**src/logic/gw_word_pkg.sv**
```systemverilog
package gw_word_pkg;
  // ----------------------------------------------------------------
  // area offsets and word layout
  // ----------------------------------------------------------------
  localparam logic [9:0] STATUS_OFFSET = 10'h000;
  localparam logic [9:0] CONTROL_OFFSET = 10'h200;
  localparam int BIT_HS_HI = 15;
  localparam int BIT_HS_LO = 14;
  localparam int BIT_VALID = 13;
  localparam int BIT_EXEC = 12;
  localparam int CODE_HI = 12;
  localparam int CODE_LO = 8;
  localparam int CMD_HI = 11;
  localparam int CMD_LO = 8;
  localparam int ARG_HI = 7;
  localparam int ARG_LO = 0;
  localparam int NODE_MAX = 32;
  localparam int NODE_AW = 5;
  localparam logic [15:0] WORD_RESET = 16'h0000;
  localparam logic [NODE_MAX-1:0] NODES_RESET = '1;

  // ----------------------------------------------------------------
  // status codes, polling scan modes
  // ----------------------------------------------------------------
  localparam logic [4:0] ST_RETRY = 5'h00;
  localparam logic [4:0] ST_ONE_MISSING = 5'h01;
  localparam logic [4:0] ST_MANY_MISSING = 5'h02;
  localparam logic [4:0] ST_OVERRUN = 5'h03;
  localparam logic [4:0] ST_OTHER = 5'h04;
  localparam logic [4:0] ST_NO_ERROR = 5'h1F;
  // status codes, free frame mode
  localparam logic [4:0] FF_INVALID = 5'h00;
  localparam logic [4:0] FF_FRAME_ERR = 5'h01;
  localparam logic [4:0] FF_TIMEOUT = 5'h02;
  localparam logic [4:0] FF_OVERRUN = 5'h03;
  localparam logic [4:0] FF_OTHER = 5'h04;

  // ----------------------------------------------------------------
  // commands and modes
  // ----------------------------------------------------------------
  localparam logic [3:0] CMD_DISABLE = 4'h0;
  localparam logic [3:0] CMD_ENABLE = 4'h1;
  localparam logic [3:0] CMD_ENABLE_N = 4'h2;

  typedef enum logic [1:0] {
    MODE_POLL = 2'b00,
    MODE_POLL_ALT = 2'b01,
    MODE_FREE = 2'b10
  } op_mode_e;

  typedef enum logic [1:0] {
    WORDS_OFF = 2'b00,
    WORDS_NO_LOCK = 2'b01,
    WORDS_LOCK = 2'b10
  } word_cfg_e;

  typedef enum logic [1:0] {
    LINK_OFFLINE = 2'b00,
    LINK_WAIT = 2'b01,
    LINK_RUN = 2'b10
  } link_state_e;
endpackage

```
**src/logic/gateway_status_control_word.sv**
```systemverilog
`timescale 1ns/1ps
// Summary of operation
// - status word at input bytes 0-1, bit15 send, bit14 confirm
// - polling modes: bit13 set once all transactions succeeded, sticky
// - free frame mode leaves status bit 13 at zero
// - latest status code in bits 12:8, argument byte in 7:0
// - words are big-endian, high byte at the lower address
// - polling: retransmission count grew gives warning 0x00 with count
// - polling: one node missing 0x01 address, several 0x02 count
// - polling: excess data warning 0x03, undefined fault error 0x04
// - after an error code, report 0x1F when the cause clears
// - free frame: invalid frame counter grew gives error 0x00
// - free frame: end character timeout gives warning 0x01
// - free frame: timed-out consume counter grew gives error 0x02
// - free frame: overrun warning 0x03, undefined fault error 0x04
// - control bit 13 high means outputs valid, low withholds exchange
// - control bit 13 honoured only in enabled-with-lock setting
// - control bit 12 executes command in 11:8 with argument 7:0
// - polling: command 0x00 disables node, 0x01 re-enables node
// - polling: command 0x02 enables first N nodes, disables rest
// - free frame mode takes no command action
// - with lock, no subnetwork exchange until control valid bit set
// - status valid bit clears only by going offline or by switching to free frame mode
// - words disabled by default, then occupy no area bytes
module gateway_status_control_word
  import gw_word_pkg::*;
(
  // clock and reset
  input wire logic core_clk,
  input wire logic rst,
  // configuration
  input wire logic [1:0] word_cfg,
  input wire logic [1:0] op_mode,
  // fieldbus area port: input area read, output area write
  input wire logic [9:0] area_addr,
  input wire logic area_wr,
  input wire logic [7:0] area_wdata,
  output logic [7:0] area_rdata,
  output logic words_active,
  // fieldbus and subnetwork state
  input wire logic fieldbus_online,
  input wire logic all_trans_done,
  // subnetwork events, one-cycle pulses with argument
  input wire logic ev_retry,
  input wire logic ev_missing,
  input wire logic [7:0] missing_count,
  input wire logic ev_overrun,
  input wire logic ev_other,
  input wire logic ev_invalid,
  input wire logic ev_frame_err,
  input wire logic ev_timeout,
  input wire logic ev_clear,
  input wire logic [7:0] ev_arg,
  // subnetwork control
  output logic exchange_en,
  output logic [NODE_MAX-1:0] node_enable
);

  // ----------------------------------------------------------------
  // state record
  // ----------------------------------------------------------------
  typedef struct packed {
    logic [15:0] ctrl;
    logic gw_handshake_toggle;
    logic gw_handshake_ack;
    logic data_valid;
    logic [4:0] code;
    logic [7:0] arg;
    logic err_pending;
    logic pend;
    logic [4:0] pend_code;
    logic [7:0] pend_arg;
    logic [NODE_MAX-1:0] nodes;
    link_state_e link;
    logic [7:0] rdata;
  } state_s;

  state_s st_r;
  state_s st_nxt;

  logic enabled;
  logic polling;
  logic host_handshake_ack;
  logic host_handshake_toggle;
  logic host_valid;
  logic cmd_new;

  assign enabled = (word_cfg != WORDS_OFF);
  assign polling = (op_mode != MODE_FREE);
  assign host_handshake_ack = st_r.ctrl[BIT_HS_HI];
  assign host_handshake_toggle = st_r.ctrl[BIT_HS_LO];
  assign host_valid = st_r.ctrl[BIT_VALID];
  // new command seen when host send differs from our confirm
  assign cmd_new = (host_handshake_toggle != st_r.gw_handshake_ack);

  // ----------------------------------------------------------------
  // next state
  // ----------------------------------------------------------------
  always_comb begin
    logic [4:0] c;
    logic [7:0] a;
    logic hit;
    logic is_err;
    logic [15:0] sw;
    c = '0;
    a = '0;
    hit = 1'b0;
    is_err = 1'b0;
    sw = '0;
    st_nxt = st_r;

    // a command fires only on the high byte, which holds the send flag,
    // so a half-written word never starts one
    // host writes output area word, low byte first
    if (enabled && area_wr) begin
      if (area_addr == CONTROL_OFFSET) begin
        st_nxt.ctrl[15:8] = area_wdata;
      end else if (area_addr == CONTROL_OFFSET + 10'h001) begin
        st_nxt.ctrl[7:0] = area_wdata;
      end
    end

    // two edges from online to running: leave offline, then check lock
    // link participation; lock waits for the host valid bit
    case (st_r.link)
      LINK_OFFLINE: begin
        if (fieldbus_online) begin
          st_nxt.link = LINK_WAIT;
        end
      end
      LINK_WAIT: begin
        if (!fieldbus_online) begin
          st_nxt.link = LINK_OFFLINE;
        end else if (word_cfg != WORDS_LOCK || host_valid) begin
          st_nxt.link = LINK_RUN;
        end
      end
      LINK_RUN: begin
        if (!fieldbus_online) begin
          st_nxt.link = LINK_OFFLINE;
        end
      end
      default: st_nxt.link = LINK_OFFLINE;
    endcase

    // valid clears only by going offline or in free frame mode
    if (!fieldbus_online) begin
      st_nxt.data_valid = 1'b0;
    end else if (polling && all_trans_done && st_r.link == LINK_RUN) begin
      st_nxt.data_valid = 1'b1;
    end
    if (!polling) begin
      st_nxt.data_valid = 1'b0;
    end

    // event priority: errors first, then warnings, then clearance
    if (polling) begin
      if (ev_other) begin
        c = ST_OTHER; a = ev_arg; hit = 1'b1; is_err = 1'b1;
      end else if (ev_missing) begin
        hit = 1'b1;
        is_err = 1'b1;
        if (missing_count > 8'h01) begin
          c = ST_MANY_MISSING; a = missing_count;
        end else begin
          c = ST_ONE_MISSING; a = ev_arg;
        end
      end else if (ev_overrun) begin
        c = ST_OVERRUN; a = ev_arg; hit = 1'b1;
      end else if (ev_retry) begin
        c = ST_RETRY; a = ev_arg; hit = 1'b1;
      end
    end else begin
      if (ev_other) begin
        c = FF_OTHER; hit = 1'b1; is_err = 1'b1;
      end else if (ev_invalid) begin
        c = FF_INVALID; a = ev_arg; hit = 1'b1; is_err = 1'b1;
      end else if (ev_timeout) begin
        c = FF_TIMEOUT; a = ev_arg; hit = 1'b1; is_err = 1'b1;
      end else if (ev_overrun) begin
        c = FF_OVERRUN; hit = 1'b1;
      end else if (ev_frame_err) begin
        c = FF_FRAME_ERR; hit = 1'b1;
      end
    end
    // a clear in the same cycle as a new event is dropped: the event
    // is newer news and its cause is still live
    // no-error report once cause gone
    if (!hit && ev_clear && st_r.err_pending) begin
      c = ST_NO_ERROR; hit = 1'b1;
    end

    // newest report replaces any report not yet sent
    if (hit) begin
      st_nxt.pend = 1'b1;
      st_nxt.pend_code = c;
      st_nxt.pend_arg = a;
      if (is_err) begin
        st_nxt.err_pending = 1'b1;
      end else if (c == ST_NO_ERROR) begin
        st_nxt.err_pending = 1'b0;
      end
    end

    // holding a report until the host confirms loses none in transit,
    // at the cost that a burst of events shows only the newest
    // publish only when host confirmed last send
    if (enabled && st_r.pend
        && host_handshake_ack == st_r.gw_handshake_toggle) begin
      st_nxt.code = st_r.pend_code;
      st_nxt.arg = st_r.pend_arg;
      st_nxt.gw_handshake_toggle = ~st_r.gw_handshake_toggle;
      if (!hit) begin
        st_nxt.pend = 1'b0;
      end
    end

    // execute command on host send toggle
    if (enabled && cmd_new) begin
      st_nxt.gw_handshake_ack = host_handshake_toggle;
      if (polling && st_r.ctrl[BIT_EXEC]) begin
        case (st_r.ctrl[CMD_HI:CMD_LO])
          CMD_DISABLE: begin
            st_nxt.nodes[st_r.ctrl[NODE_AW-1:0]] = 1'b0;
          end
          CMD_ENABLE: begin
            st_nxt.nodes[st_r.ctrl[NODE_AW-1:0]] = 1'b1;
          end
          CMD_ENABLE_N: begin
            for (int i = 0; i < NODE_MAX; i++) begin
              st_nxt.nodes[i] = (i < int'(st_r.ctrl[ARG_HI:ARG_LO]));
            end
          end
          default: st_nxt.nodes = st_r.nodes;
        endcase
      end
    end

    // status word read, high byte first
    sw = {st_r.gw_handshake_toggle, st_r.gw_handshake_ack,
          st_r.data_valid, st_r.code, st_r.arg};
    st_nxt.rdata = 8'h00;
    if (enabled) begin
      if (area_addr == STATUS_OFFSET) begin
        st_nxt.rdata = sw[15:8];
      end else if (area_addr == STATUS_OFFSET + 10'h001) begin
        st_nxt.rdata = sw[7:0];
      end else if (area_addr == CONTROL_OFFSET) begin
        st_nxt.rdata = st_r.ctrl[15:8];
      end else if (area_addr == CONTROL_OFFSET + 10'h001) begin
        st_nxt.rdata = st_r.ctrl[7:0];
      end
    end
  end

  // ----------------------------------------------------------------
  // state register
  // ----------------------------------------------------------------
  // code starts at no-error so the first read shows a clean word
  always_ff @(posedge core_clk or posedge rst) begin
    if (rst) begin
      st_r <= '{ctrl: WORD_RESET, code: ST_NO_ERROR,
                pend_code: ST_NO_ERROR, nodes: NODES_RESET,
                link: LINK_OFFLINE, default: '0};
    end else begin
      st_r <= st_nxt;
    end
  end

  // ----------------------------------------------------------------
  // outputs
  // ----------------------------------------------------------------
  assign area_rdata = st_r.rdata;
  assign words_active = enabled;
  // under lock follows the live valid bit, so a host that drops it stops traffic
  // exchange only while running
  assign exchange_en = (st_r.link == LINK_RUN)
                       && (word_cfg != WORDS_LOCK || host_valid);
  assign node_enable = st_r.nodes;

endmodule

```
**config.mk**
```make
export PLATFORM = sky130hd
export DESIGN_NAME = gateway_status_control_word
export DESIGN_NICKNAME = d
export VERILOG_FILES = /design/src/logic/gw_word_pkg.sv /design/src/logic/gateway_status_control_word.sv
export SDC_FILE = /design/constraint.sdc
export NUM_CORES = 1
export LEC_CHECK = 0
export ABC_CLOCK_PERIOD_IN_PS = 2900
export BUFFER_PORTS_ARGS = -buffer_cell sky130_fd_sc_hd__buf_2
export CORE_UTILIZATION = 38
export DETAILED_ROUTE_END_ITERATION = 12
export GPL_TIMING_DRIVEN = 1
export PLACE_DENSITY = 0.68
export RECOVER_POWER = 50
export SETUP_SLACK_MARGIN = 0.3
export SLEW_MARGIN = 20
export SYNTH_ARGS = -nofsm -noshare
export SYNTH_HDL_FRONTEND = slang
export SYNTH_SLANG_ARGS = --single-unit
```
**constraint.sdc**
```tcl
create_clock -name core_clk -period 2.9 [get_ports core_clk]
set_input_delay 0.435 -clock core_clk [delete_from_list [all_inputs] [get_ports core_clk]]
set_output_delay 0.435 -clock core_clk [all_outputs]
set_load 0.1 [all_outputs]
```
# After elaboration in Yosys (flattened, before gate mapping)
# Cells that the tools add are included.
classes:
  order_cmp: 35
  eq_ne: 16
  mux: 58
  bitwise_logic: 5
  reduce_logical: 24
ops:
  columns: ["cell", "n"]
  rows:
  - ["< comparator 5 x 8 -> 1 bit (first input constant)", 16]
  - ["2-to-1 mux 8 bit", 14]
  - ["case mux 32 bit (3 select lines)", 1]
  - ["< comparator 4 x 8 -> 1 bit (first input constant)", 8]
  - ["AND 32 bit", 1]
  - ["< comparator 3 x 8 -> 1 bit (first input constant)", 4]
  - ["NOT 32 bit", 1]
  - ["bitwise OR 32 bit", 1]
  - ["2-to-1 mux 1 bit", 26]
  - ["== test 10 bit (second input constant)", 2]
  - ["2-to-1 mux 5 bit", 4]
  - ["2-to-1 mux 2 bit", 9]
  - ["< comparator 1 x 8 -> 1 bit (first input constant)", 2]
  - ["< comparator 2 x 8 -> 1 bit (first input constant)", 2]
  - ["2-to-1 mux 14 bit", 1]
  - ["logical AND 1 bit", 11]
  - ["== test 10 x 1 -> 1 bit (second input constant)", 1]
  - ["zero test 10 bit", 1]
  - ["AND reduction 3 bit", 3]
  - ["> comparator 8 x 1 -> 1 bit (second input constant)", 1]
  - ["inequality test 2 bit (second input constant)", 4]
  - ["< comparator 5 x 6 -> 1 bit (second input constant)", 1]
  - ["case mux 2 bit (3 select lines)", 1]
  - ["demux 1 bit (select 5 bit)", 1]
  - ["other kinds (19)", 22]
word_totals:
  ff_bits: 89
  input_bits: 51

# Depth between registers and ports, before layout
depth:
  word_depth: 13
  ltp_mapped: 8
  mapped_depth_nobuf: 6

# Worst setup path after synthesis
# OpenSTA, ideal clock, no wires.
synth_timing:
  path_type: "input to register"
  start: "in word_cfg[0]"
  end: "reg st_r[58] in the netlist's numbering"
  setup_time_ps: 132
  t_arrival_ps: 2554
  required_time_ps: 2768
  slack_ps: 215
  stages: 7
  n_path_buf: 2
  path_cell_list: "nor2_1 > inv_1 > clkbuf_1 > nand2_1 > nor2_1 > clkbuf_1 > o21ai_0"
synth_via:
  elab_chain_cells: 3
synth_lines:
  columns: ["element", "line", "source"]
  rows:
  - ["start, declared", "gateway_status_control_word.sv:32", "input wire logic [1:0] word_cfg,"]
  - ["nonzero test 2 bit", "gateway_status_control_word.sv:88", "assign enabled = (word_cfg != WORDS_OFF);"]
  - ["net words_active", "gateway_status_control_word.sv:39", "output logic words_active,"]
  - ["logical AND 1 bit", "gateway_status_control_word.sv:208", "if (enabled && st_r.pend"]
  - ["logical AND 1 bit", "gateway_status_control_word.sv:209", "&& host_handshake_ack == st_r.gw_handshake_toggle) begin"]
  - ["end signal, assigned", "gateway_status_control_word.sv:262", "st_r <= '{ctrl: WORD_RESET, code: ST_NO_ERROR,"]
  - ["end signal, assigned", "gateway_status_control_word.sv:266", "st_r <= st_nxt;"]
  - ["end, declared", "gateway_status_control_word.sv:78", "state_s st_r;"]
# The timed path passes the listed nets, and every way through them passes these cells.
# A chain may end at the register's enable or synchronous reset.

# Worst setup path in the final report
layout_timing:
  start: "reg st_r[83] in the netlist's numbering"
  end: "reg st_r, in the netlist node_enable[30]"
layout_via:
  elab_chain_cells: 3
  word_cells_on_any_way: 6
  cone_classes: "2 x eq/ne; 1 x mux; 3 x reduce/logical"
layout_lines:
  columns: ["element", "line", "source"]
  rows:
  - ["== test 4 x 2 -> 1 bit, or another cell as far along", "gateway_status_control_word.sv:222", "case (st_r.ctrl[CMD_HI:CMD_LO])"]
  - ["nonzero test 3 bit (no line)", null, null]
  - ["AND reduction 3 bit (no line)", null, null]
# Parallel ways exist; a longest one is shown, timed or not.

==> impl_metrics.json <==
{
  "clkPwrFrac": 0.414,
  "io_buffers": 92,
  "synthMuxAreaShare": 0.05670,
  "cts_tree": "yes",
  "path_clk_slew_ns": 0.07,
  "pin_count": 93,
  "cp-end-kind": "flip-flop",
  "insertion_delay_ns": 0.36,
  "peakVddDrop_v": 0.0003657,
  "start_util": 0.3899,
  "synth-adder-area-share": 0,
  "finalSetupTns_ns": 0,
  "synth-simple-area-share": 0.1587,
  "timing.final.crit_share": 0.7786,
  "num_antenna_cells": 0,
  "syn-num-nets": 642,
  "p_per_area_nw_per_um2": 467.1,
  "antenna_left": 0,
  "clockBufferDepth": 2,
  "synth_edf_count": 0,
  "hpwl_um": 9909,
  "rows": 42,
  "grt_first_pass_wirelength_um": 22620,
  "synth_top_family_by_area": "compound AO/OA/AOI/OAI gates",
  "yosys-top-cells-area": "dfrtp_1 23%, dfstp_2 20%, o21ai_0 7.1%, a21oi_1 6.8%, buf_4 5.8%",
  "setup_violations": 0,
  "drc": 0,
  "p_int_uw": 1980,
  "swShare": 0.2648,
  "async_reset_ff_frac": 1.000,
  "fmax_mhz": 442.9,
  "ctsHoldBuffers": 0,
  "yosysTopAreaCellShare": 0.2278,
  "ys_ff_latch": 87,
  "status": "complete, but fails checks",
  "net-switching-power_uw": 713.0,
  "synth_compound_area_frac": 0.2467,
  "critical_path.slowest_cell": "or4b_1",
  "num_vias": 4516,
  "netlist.top_cell.by_area": "dfrtp_1",
  "die_h_um": 118.6,
  "p_comb_frac": 0.095,
  "synth-main-ff-cell": "dfrtp_1",
  "maxCapViolCount": 1,
  "cts-root-buf": "clkbuf_16",
  "htree_levels": 3,
  "crit_path_cell_trace": "or4b_1 -> nor2_2 -> a41oi_1 -> o21ai_0",
  "violations": "max-capacitance violations, max-slew violations",
  "grt_pass1_vias": 4574,
  "drv_slew": 38,
  "overflow": 0,
  "power_uw": 2693,
  "startpoint": "st_r[83]",
  "synth_commonest_cells": "73 x o21ai_0, 70 x a21oi_1, 54 x nor2_1",
  "fin_crit_ns": 2.258,
  "yosysSeqAreaShare": 0.4313,
  "nets": 677,
  "area_growth_pct": 11.63,
  "cts_buffers": 9,
  "synth_cell_types": 63,
  "wl_per_cell_um": 17.01,
  "die_w_um": 118.6,
  "synthesis.area_sq_um": 5164,
  "die_area_sq_um": 14060,
  "grt_setup_unrepaired": "false",
  "grt_usage": 0.2030,
  "synthCells": 591,
  "seqPwrFrac": 0.491,
  "final-hold-violation-count": 0,
  "yosysMostFrequentCell": "o21ai_0",
  "antenna_found_initial": 0,
  "drive_gt1_frac": 0.2884,
  "yosys_warnings": 0,
  "slowest_delay_ns": 0.78,
  "worstMarginPinSlew_ns": 1.694,
  "post_cts_buffers": 0,
  "reg2reg_from": "st_r[83]",
  "slew_headroom": -0.1356,
  "crit_arrival_ns": 2.52,
  "post_cts_resized": 0,
  "cp_data_required_time_ns": 3.16,
  "dr.pass1.iters": 5,
  "min_path_type": "input pin to flip-flop",
  "start_kind": "flip-flop",
  "fin_skew_ns": 0.006939,
  "p_leak_uw": 0.002468,
  "dr.first_iter.drc_count": 456,
  "crit_type": "flip-flop to flip-flop",
  "gp_congestion": 0.8939,
  "fp.coreArea_sq_um": 13240,
  "path_max_fanout": 11,
  "grt_max_degree": 51,
  "synth_xor_area_frac": 0.003392,
  "holdCritStartpoint": "fieldbus_online",
  "wl_um": 13730,
  "synth.avg_cell_area_sq_um": 8.737,
  "via_per_inst": 5.596,
  "cts_sinks": 87
}
## worst paths after layout
path,to,slack [ns],depth (start not counted)
max,node_enable[30],0.64,4
min,st_r[70],0.31,3
max reg2reg,node_enable[30],0.64,4
min reg2reg,st_r[8],0.47,1
max in group asynchronous,node_enable[3],1.46,3
min in group asynchronous,st_r[58],0.49,2
## layout by cell type (no fill, tap or decap), types with 4 or more instances in the layout
| cell type | instances |
|---|---|
| a21oi_1 | 70 |
| a221oi_1 | 6 |
| a31oi_1 | 10 |
| a32oi_1 | 4 |
| and2_1 | 5 |
| and3_1 | 6 |
| buf_2 | 83 |
| buf_4 | 10 |
| clkbuf_1 | 10 |
| clkbuf_16 | 9 |
| dfrtp_1 | 47 |
| dfstp_2 | 40 |
| inv_1 | 18 |
| inv_6 | 4 |
| mux2_2 | 22 |
| nand2_1 | 32 |
| nand2b_1 | 7 |
| nand3_1 | 12 |
| nor2_1 | 54 |
| nor2b_1 | 5 |
| nor3_1 | 9 |
| nor3b_1 | 6 |
| nor4_1 | 5 |
| o21ai_0 | 73 |
| o22ai_1 | 4 |
| o31ai_1 | 4 |
| o32ai_1 | 6 |
| or2_2 | 4 |
| or3_1 | 5 |
## area by class of cell
class                   count  area [sq um]
fillers                  1345          7478
multi-input cells         405          2412
flip-flops and latches     87          2227
repair buffers            104         548.0
clock buffers               9         225.2
well taps                 176         220.2
inverters                  19         72.57
clock inverters             7         58.81
## routing by layer
metal / GRT usage / part of all wire / vias up
li1: - / - / 2154
met3: 0.04054 / 0.050 / 21
met1: 0.2661 / 0.45 / 2180
met5: 0 / 0 / -
met2: 0.3286 / 0.48 / 161
met4: 0.07911 / 0.018 / 0
## worst max-delay path, delay by kind of cell, from the launching register on
family / cells / cell delay [ns]
simple gates: 2 / 1.27
flops: 1 / 0.51
compound gates: 2 / 0.39
## state kept, by name (all words and copies together), names as in the netlist
signal                 cells
st_r                      44
node_enable               32
area_rdata                 8
host_handshake_ack         1
host_handshake_toggle      1
host_valid                 1
## power groups by stage
| stage | registers, uW | logic [uW] | clock network, uW |
|---|---|---|---|
| floorplan | 1320 | 170 | 0 |
| global placement | 1340 | 246 | 0 |
| detailed placement | 1340 | 257 | 0 |
| CTS | 1320 | 258 | 1150 |
| global route | 1330 | 287 | 1190 |
| finish | 1320 | 256 | 1120 |
## stage by stage
stage	hold WS (ns)	utilization	setup slack (ns)	instance area (sq um)	std cells
after global routing	0.3108	0.4353	0.5048	5764	807
final	0.3098	0.4353	0.6419	5764	807
after detailed placement	0.4616	0.4152	0.5356	5498	791
after floorplan	0.4240	-	0.5404	5169	591
after CTS	0.2482	0.4366	0.7035	5782	807
after global placement	0.4358	0.4152	0.6300	5498	791
## kinds of logic (layout without fill, tap and decap cells)
group	after synthesis	count (layout)
AOI/OAI and AO/OA	213	213
and+or+nand+nor	164	164
buffers and inverters	99	139
DFF	87	87
muxes	26	26
xor gates and xnor gates	2	2
No activity file was read; power rests on OpenSTA's default activity.
